===== config.mk =====
export PLATFORM = sky130hd
export DESIGN_NAME = c3cfg_regs
export DESIGN_NICKNAME = d
export VERILOG_FILES = /design/src/c3cfg_pkg.sv /design/src/c3cfg_regs.sv
export SDC_FILE = /design/constraint.sdc
export NUM_CORES = 1
export LEC_CHECK = 0
export BUFFER_PORTS_ARGS = -buffer_cell sky130_fd_sc_hd__buf_2
export CAP_MARGIN = 20
export CELL_PAD_IN_SITES_DETAIL_PLACEMENT = 2
export CELL_PAD_IN_SITES_GLOBAL_PLACEMENT = 2
export CORE_MARGIN = 10
export CORE_UTILIZATION = 32
export CTS_CLUSTER_DIAMETER = 30
export DETAILED_ROUTE_END_ITERATION = 8
export GPL_TIMING_DRIVEN = 1
export PLACE_DENSITY = 0.77
export SLEW_MARGIN = 20
export SYNTH_ARGS = -nofsm -noshare
export SYNTH_HDL_FRONTEND = slang
export SYNTH_SLANG_ARGS = --single-unit

===== constraint.sdc =====
create_clock -name core_clk -period 2.94 [get_ports core_clk]
set_input_delay 0.294 -clock core_clk [delete_from_list [all_inputs] [get_ports core_clk]]
set_output_delay 0.294 -clock core_clk [all_outputs]
set_load 0.03 [all_outputs]

===== src/c3cfg_pkg.sv =====
// package for the channel-3 configuration and offset register slice
package c3cfg_pkg;

  // register indices (word address = index * 4)
  localparam logic [7:0] IDX_INPUT_CONFIG = 8'h18;
  localparam logic [7:0] IDX_OFFSET_HIGH = 8'h19;
  localparam logic [7:0] IDX_OFFSET_LOW = 8'h1a;
  localparam int ADDR_W = 12;

  // reset values
  localparam logic [15:0] RST_INPUT_CONFIG = 16'h0000;
  localparam logic [15:0] RST_OFFSET_HIGH = 16'h0000;
  localparam logic [15:0] RST_OFFSET_LOW = 16'h0000;

  // writable bits of each register
  localparam logic [15:0] WMASK_INPUT_CONFIG = 16'hffc7;
  localparam logic [15:0] WMASK_OFFSET_HIGH = 16'hffff;
  localparam logic [15:0] WMASK_OFFSET_LOW = 16'hff00;

  // field positions
  localparam int SEL_LSB = 0;
  localparam int SEL_W = 2;
  localparam int LOWBYTE_LSB = 8;

  // axi responses
  localparam logic [1:0] RESP_OKAY = 2'h0;
  localparam logic [1:0] RESP_SLVERR = 2'h2;

  // input source codes
  typedef enum logic [1:0] {
    C3CFG_SRC_PAIR = 2'h0,
    C3CFG_SRC_SHORT = 2'h1,
    C3CFG_SRC_TEST_POS = 2'h2,
    C3CFG_SRC_TEST_NEG = 2'h3
  } c3cfg_src_t;

  // analog front-end steering
  typedef struct packed {
    logic pair_connect;
    logic inputs_shorted;
    logic test_pos;
    logic test_neg;
  } c3cfg_route_t;

endpackage


===== src/c3cfg_regs.sv =====
// channel-3 input configuration and offset calibration registers, axi4-lite slave
`timescale 1ns/1ns

module c3cfg_regs (
  // clock and reset
  input wire logic core_clk,
  input wire logic rstn,
  // axi4-lite write address and data
  input wire logic [c3cfg_pkg::ADDR_W-1:0] s_axi_awaddr,
  input wire logic s_axi_awvalid,
  output logic s_axi_awready,
  input wire logic [31:0] s_axi_wdata,
  input wire logic [3:0] s_axi_wstrb,
  input wire logic s_axi_wvalid,
  output logic s_axi_wready,
  // axi4-lite write response
  output logic [1:0] s_axi_bresp,
  output logic s_axi_bvalid,
  input wire logic s_axi_bready,
  // axi4-lite read
  input wire logic [c3cfg_pkg::ADDR_W-1:0] s_axi_araddr,
  input wire logic s_axi_arvalid,
  output logic s_axi_arready,
  output logic [31:0] s_axi_rdata,
  output logic [1:0] s_axi_rresp,
  output logic s_axi_rvalid,
  input wire logic s_axi_rready,
  // channel-3 controls toward the converter
  output logic [1:0] ch3_input_source_sel,
  output c3cfg_pkg::c3cfg_route_t ch3_route,
  output logic signed [23:0] ch3_offset_cal
);

  typedef enum {C3CFG_WR_IDLE, C3CFG_WR_RESP} c3cfg_wst_t;

  function automatic logic [7:0] word_idx(input logic [c3cfg_pkg::ADDR_W-1:0] a);
    word_idx = a[9:2];
  endfunction

  function automatic logic map_hit(input logic [c3cfg_pkg::ADDR_W-1:0] a);
    logic [7:0] i;
    i = word_idx(a);
    map_hit = (a[c3cfg_pkg::ADDR_W-1:10] == '0) && (a[1:0] == 2'h0) &&
      (i == c3cfg_pkg::IDX_INPUT_CONFIG || i == c3cfg_pkg::IDX_OFFSET_HIGH ||
       i == c3cfg_pkg::IDX_OFFSET_LOW);
  endfunction

  function automatic logic [15:0] merge(input logic [15:0] old, input logic [31:0] d,
                                        input logic [3:0] s, input logic [15:0] m);
    logic [15:0] v;
    v = old;
    if (s[0]) begin
      v[7:0] = d[7:0];
    end
    if (s[1]) begin
      v[15:8] = d[15:8];
    end
    merge = (v & m) | (old & ~m);
  endfunction

  // register state
  logic [15:0] cfg_r, cfg_nxt;
  logic [15:0] ofs_hi_r, ofs_hi_nxt;
  logic [15:0] ofs_lo_r, ofs_lo_nxt;

  // write channel state
  c3cfg_wst_t wst_r, wst_nxt;
  logic aw_held_r, aw_held_nxt;
  logic w_held_r, w_held_nxt;
  logic [c3cfg_pkg::ADDR_W-1:0] awaddr_r, awaddr_nxt;
  logic [31:0] wdata_r, wdata_nxt;
  logic [3:0] wstrb_r, wstrb_nxt;
  logic [1:0] bresp_r, bresp_nxt;

  // read channel state
  logic rvalid_r, rvalid_nxt;
  logic [31:0] rdata_r, rdata_nxt;
  logic [1:0] rresp_r, rresp_nxt;

  logic do_write;
  logic [c3cfg_pkg::ADDR_W-1:0] wr_addr;
  logic [31:0] wr_data;
  logic [3:0] wr_strb;

  assign s_axi_awready = (wst_r == C3CFG_WR_IDLE) && !aw_held_r;
  assign s_axi_wready = (wst_r == C3CFG_WR_IDLE) && !w_held_r;
  assign s_axi_bvalid = (wst_r == C3CFG_WR_RESP);
  assign s_axi_bresp = bresp_r;
  assign s_axi_arready = !rvalid_r;
  assign s_axi_rvalid = rvalid_r;
  assign s_axi_rdata = rdata_r;
  assign s_axi_rresp = rresp_r;

  // write path: address and data captured in either order
  always_comb begin
    logic aw_have;
    logic w_have;
    logic [c3cfg_pkg::ADDR_W-1:0] a;
    logic [31:0] d;
    logic [3:0] s;
    aw_have = aw_held_r || (s_axi_awvalid && s_axi_awready);
    w_have = w_held_r || (s_axi_wvalid && s_axi_wready);
    a = aw_held_r ? awaddr_r : s_axi_awaddr;
    d = w_held_r ? wdata_r : s_axi_wdata;
    s = w_held_r ? wstrb_r : s_axi_wstrb;
    wst_nxt = wst_r;
    aw_held_nxt = aw_held_r;
    w_held_nxt = w_held_r;
    awaddr_nxt = awaddr_r;
    wdata_nxt = wdata_r;
    wstrb_nxt = wstrb_r;
    bresp_nxt = bresp_r;
    cfg_nxt = cfg_r;
    ofs_hi_nxt = ofs_hi_r;
    ofs_lo_nxt = ofs_lo_r;
    do_write = 1'b0;
    case (wst_r)
      C3CFG_WR_IDLE: begin
        if (aw_have && w_have) begin
          do_write = 1'b1;
          aw_held_nxt = 1'b0;
          w_held_nxt = 1'b0;
          wst_nxt = C3CFG_WR_RESP;
          bresp_nxt = map_hit(a) ? c3cfg_pkg::RESP_OKAY : c3cfg_pkg::RESP_SLVERR;
          if (map_hit(a)) begin
            case (word_idx(a))
              c3cfg_pkg::IDX_INPUT_CONFIG: begin
                cfg_nxt = merge(cfg_r, d, s, c3cfg_pkg::WMASK_INPUT_CONFIG);
              end
              c3cfg_pkg::IDX_OFFSET_HIGH: begin
                ofs_hi_nxt = merge(ofs_hi_r, d, s, c3cfg_pkg::WMASK_OFFSET_HIGH);
              end
              c3cfg_pkg::IDX_OFFSET_LOW: begin
                ofs_lo_nxt = merge(ofs_lo_r, d, s, c3cfg_pkg::WMASK_OFFSET_LOW);
              end
              default: begin
                cfg_nxt = cfg_r;
              end
            endcase
          end
        end else begin
          if (s_axi_awvalid && s_axi_awready) begin
            aw_held_nxt = 1'b1;
            awaddr_nxt = s_axi_awaddr;
          end
          if (s_axi_wvalid && s_axi_wready) begin
            w_held_nxt = 1'b1;
            wdata_nxt = s_axi_wdata;
            wstrb_nxt = s_axi_wstrb;
          end
        end
      end
      C3CFG_WR_RESP: begin
        if (s_axi_bready) begin
          wst_nxt = C3CFG_WR_IDLE;
        end
      end
      default: begin
        wst_nxt = C3CFG_WR_IDLE;
      end
    endcase
  end

  always_ff @(posedge core_clk or negedge rstn) begin
    if (!rstn) begin
      wst_r <= C3CFG_WR_IDLE;
      aw_held_r <= 1'b0;
      w_held_r <= 1'b0;
      awaddr_r <= '0;
      wdata_r <= 32'h0000_0000;
      wstrb_r <= 4'h0;
      bresp_r <= c3cfg_pkg::RESP_OKAY;
      cfg_r <= c3cfg_pkg::RST_INPUT_CONFIG;
      ofs_hi_r <= c3cfg_pkg::RST_OFFSET_HIGH;
      ofs_lo_r <= c3cfg_pkg::RST_OFFSET_LOW;
    end else begin
      wst_r <= wst_nxt;
      aw_held_r <= aw_held_nxt;
      w_held_r <= w_held_nxt;
      awaddr_r <= awaddr_nxt;
      wdata_r <= wdata_nxt;
      wstrb_r <= wstrb_nxt;
      bresp_r <= bresp_nxt;
      cfg_r <= cfg_nxt;
      ofs_hi_r <= ofs_hi_nxt;
      ofs_lo_r <= ofs_lo_nxt;
    end
  end

  // read path: one cycle after address accepted
  always_comb begin
    rvalid_nxt = rvalid_r;
    rdata_nxt = rdata_r;
    rresp_nxt = rresp_r;
    if (rvalid_r && s_axi_rready) begin
      rvalid_nxt = 1'b0;
    end
    if (s_axi_arvalid && s_axi_arready) begin
      rvalid_nxt = 1'b1;
      rresp_nxt = map_hit(s_axi_araddr) ? c3cfg_pkg::RESP_OKAY : c3cfg_pkg::RESP_SLVERR;
      rdata_nxt = 32'h0000_0000;
      if (map_hit(s_axi_araddr)) begin
        case (word_idx(s_axi_araddr))
          c3cfg_pkg::IDX_INPUT_CONFIG: rdata_nxt = {16'h0000, cfg_r};
          c3cfg_pkg::IDX_OFFSET_HIGH: rdata_nxt = {16'h0000, ofs_hi_r};
          c3cfg_pkg::IDX_OFFSET_LOW: rdata_nxt = {16'h0000, ofs_lo_r};
          default: rdata_nxt = 32'h0000_0000;
        endcase
      end
    end
  end

  always_ff @(posedge core_clk or negedge rstn) begin
    if (!rstn) begin
      rvalid_r <= 1'b0;
      rdata_r <= 32'h0000_0000;
      rresp_r <= c3cfg_pkg::RESP_OKAY;
    end else begin
      rvalid_r <= rvalid_nxt;
      rdata_r <= rdata_nxt;
      rresp_r <= rresp_nxt;
    end
  end

  // converter-facing controls
  assign ch3_input_source_sel = cfg_r[c3cfg_pkg::SEL_LSB +: c3cfg_pkg::SEL_W];
  always_comb begin
    ch3_route = '0;
    case (c3cfg_pkg::c3cfg_src_t'(ch3_input_source_sel))
      c3cfg_pkg::C3CFG_SRC_PAIR: ch3_route.pair_connect = 1'b1;
      c3cfg_pkg::C3CFG_SRC_SHORT: ch3_route.inputs_shorted = 1'b1;
      c3cfg_pkg::C3CFG_SRC_TEST_POS: ch3_route.test_pos = 1'b1;
      c3cfg_pkg::C3CFG_SRC_TEST_NEG: ch3_route.test_neg = 1'b1;
      default: ch3_route = '0;
    endcase
  end
  assign ch3_offset_cal = $signed({ofs_hi_r, ofs_lo_r[c3cfg_pkg::LOWBYTE_LSB +: 8]});

  // checks
  // write as the checks see it, held or live
  assign wr_addr = aw_held_r ? awaddr_r : s_axi_awaddr;
  assign wr_data = w_held_r ? wdata_r : s_axi_wdata;
  assign wr_strb = w_held_r ? wstrb_r : s_axi_wstrb;
endmodule


==> run summary <==
The slack of the worst reg-to-reg path was 460 ps; the fraction of power spent switching nets was 29.33%. Combinational logic is responsible for 24.3% of the overall power. The largest single stage delay on the critical path is 540 ps. The logs give 0 for the number of gates given a new drive strength after cts and 41 for the floorplan row count. The H-tree was split into 3 levels.

The number of input and output port buffers inserted came out at 101. Max-cap violations in this run came to 0. The transition at the pin with the smallest max-transition slack was 703.0 ps; the fill cell total of the finished layout was 1364. TritonCTS built the clock tree.

Setup repair after global routing left no endpoint under its margin. Counting flops with an async set or reset pin after synthesis yields a share of 100.0%. The clock reaches the later pin of the worst-skew pair after 340 ps. Synthesis inferred 89 register bits. The logs give 44 for the number of distinct library cells after synthesis and 9 for the number of CTS-inserted buffers. For the via count of the first global-routing pass, the log shows 3412. The critical path crosses 5 cells after its start point. The most used flip-flop cell after synthesis is dfrtp_1. The tools report the initial core utilization as 32.94%. For this design, the slowest cell found on the critical path is or4_1. The setup-violating endpoint count in the final report came out at 0. The final count of pins violating max slew was 0.

After detailed routing, the number of vias per cell comes to 4.824. For this design the static power due to leakage is 2.560 nW. Counting along the longest clock path gives a buffer depth of 2. The die is 134.4 µm tall.

Once the clock tree was built, the setup fixing pass inserted 0 buffers. Clock tree synthesis selected as its root buffer the cell clkbuf_16. The routed design has 11900 µm of wire.

The commonest cells after synthesis are dfrtp_1, mux2_2, buf_4, nor2_1. The tools report the capturing element type of the critical path as a flop. Across all setup checks in the final design, the least slack found is 457.9 ps. The worst path uses 84.42% of the clock period. The count of flip-flops with a built-in enable after synthesis was 0; the final hold violation count was 0. In the final routed layout, each cell accounts on average for 19.37 µm. The ratio of cells with drive above 1 in the final layout works out to 47.96%.

In the routed design, unresolved DRC markers number 0. The number of antenna violations at the first check in global routing was 0; the routability congestion estimate from global placement was 0.7729. At the worst endpoint, the required time is 3160 ps.

The clock network burns 34.2% of the power. Timing would allow up to 402.9 MHz. The run finished with clean final reports. Prior to clock tree synthesis, the placed netlist has a worst setup slack of 305.7 ps. The initial detailed-routing violation count was 118.

For the area enclosed by the die boundary, the log shows 18070 µm². The antenna violation net count after detailed routing was 0; the cts-stage hold buffer count was 1. The worst register-to-register path begins at awaddr_r[10]. The post-synthesis instance area is 4190 µm². For the finished layout, the period the worst path requires is 2482 ps.

During synthesis, Yosys emitted a total of 0 warnings. Of all cell types, the one taking the most synthesized area is dfrtp_1. The kind of launch point of the worst setup path was a flop. Counting cells, the worst reg-to-reg path comes to 5.

The run gives 0 ps as the setup total negative slack. The tools report the internal power as 2.765 mW. The post-synthesis average cell area is 12.62 µm². The largest fanout on the critical path is 8, and the net count reported at finish is 504. The worst-case IR drop observed on VDD is 439.0 µV.

The routed layout has 2962 vias. Entering global routing, the biggest net connects 48 pins. The post-synthesis cell count is 332, and the total power density per cell area is 754.0 nW/µm². By startpoint and endpoint, the worst setup path is classified as reg -> reg.

The number of primary I/O pins is 138, and the clock sink total is 89. The total overflow left after global routing is 0. The combined buffer and inverter count along the critical path was 1; the sequential share of power was 41.6%. The worst register-to-register path ends at ofs_lo_r[8]. The wire length of the first global-routing pass was 19180 µm; the count of antenna diodes in the layout was 0. Total chip power: 3.912 mW. By area the synthesized netlist is led by dfrtp_1, mux2_2, mux2i_1. The placed wire-length estimate after detailed placement was 9203 µm.

The top cell type by area accounts for 53.15% of the synthesized area. The gate family responsible for the most delay along the worst path was simple AND/OR/NAND/NOR gates. Measured against its own limit, the worst slew margin works out to 53.03%. Relative to the synthesized area, the layout overhead comes to 23.83%. The clock tree skew after final layout came out at 8.027 ps. The switching power came out at 1.148 mW. Sequential cells were found to cover 53.15% of the synthesized design area. The tools report the core footprint as 12720 µm².

Worst hold-check path type: in -> reg. The tools report the launching element of the worst setup path as awaddr_r[10]. The capturing element of the worst setup path was ofs_lo_r[8]. Cell with the most instances after synthesis: dfrtp_1. Data arrives at the worst endpoint at 2700 ps. The clock input transition at the sequential cells of the worst setup and hold paths was 60 ps. The total global routing track utilization was 13.38%; the horizontal extent of the die was 134.4 µm. Walking the worst path, the cells encountered are or4_1 > or3_1 > a2111oi_4 > buf_4 > mux2_2.

The worst hold margin came out at 134.4 ps. For the number of optimization iterations in the first detailed-route pass, the log shows 4.
power by group through the flow:
stage	sequential, mW	combinational [mW]	clock [mW]
after floorplan	1.62	0.705	0
after global placement	1.63	0.913	0
after detailed placement	1.65	0.956	0
after CTS	1.63	0.966	1.38
after global routing	1.67	1.04	1.44
final	1.63	0.949	1.34
metal layers:
layer | routed length (µm) | GRT usage (%) | vias to the layer above
met2 | 5969 | 22.60 | 76
met4 | 209 | 5.623 | 0
li1 | - | - | 1368
met5 | 0 | 0 | -
met3 | 526 | 3.286 | 12
met1 | 5190 | 15.83 | 1506
sequential cells by signal (all words and copies together), names as in the netlist:
name,flops
s_axi_rresp,1
wdata_r,16
ofs_hi_r,16
w_held_r,1
wstrb_r,2
cfg_r,13
s_axi_rdata,16
ofs_lo_r,8
s_axi_bresp,1
s_axi_rvalid,1
aw_held_r,1
awaddr_r,12
wst_r,1
metrics by stage:
step | util, % | cell area, µm² | std cells
2_1_floorplan | - | 4254 | 349
3_3_place_gp | 37.99 | 4833 | 597
3_5_place_dp | 37.99 | 4833 | 597
4_1_cts | 40.78 | 5189 | 614
5_1_grt | 40.78 | 5189 | 614
6_report | 40.78 | 5189 | 614
area by class of cell:
cell class,count,area (µm²),area share [%]
multi-input cells,224,1815,34.99
well taps,172,215.2,4.148
inverters,4,15.01,0.2894
clock inverters,5,102.6,1.977
repair buffers,109,570.5,11.00
flip-flops and latches,89,2227,42.92
clock buffers,11,242.7,4.678
how the worst min path moves through the flow:
stage / start / end / depth (start not counted)
6_report: s_axi_rready / s_axi_rvalid / 2
5_1_grt: s_axi_rready / s_axi_rvalid / 2
4_1_cts: s_axi_bready / wst_r[0] / 2
3_5_place_dp: rstn / wdata_r[10] / 1
3_3_place_gp: rstn / wdata_r[10] / 1
2_1_floorplan: rstn / aw_held_r / 0
worst register-to-register path, cell delays in order (launching register included):
cell       delay, ps
dfrtp_1          370
or4_1            540
or3_1            500
a2111oi_4        350
buf_4            240
mux2_2           350
cell usage in the layout, fill, tap and decap left out, types with 3 or more instances in the layout:
cell type / n
a21oi_1: 10
a32o_1: 3
buf_2: 100
buf_4: 8
bufinv_16: 3
clkbuf_16: 9
conb_1: 18
dfrtp_1: 89
inv_1: 4
mux2_2: 82
mux2i_1: 16
nand2_1: 15
nand3_1: 3
nor2_1: 17
nor2b_1: 5
nor3_1: 3
o21ai_0: 16
logic make-up after synthesis:
family                 count (synthesis)  synth area share (%)
AO/OA/AOI/OAI                         43                 7.525
buffers and inverters                 36                 5.046
flip-flops                            89                 53.15
multiplexers                          99                 26.13
other                                  1               0.08949
AND/OR/NAND/NOR                       64                 8.062
Power figures use the tool's default switching activity.
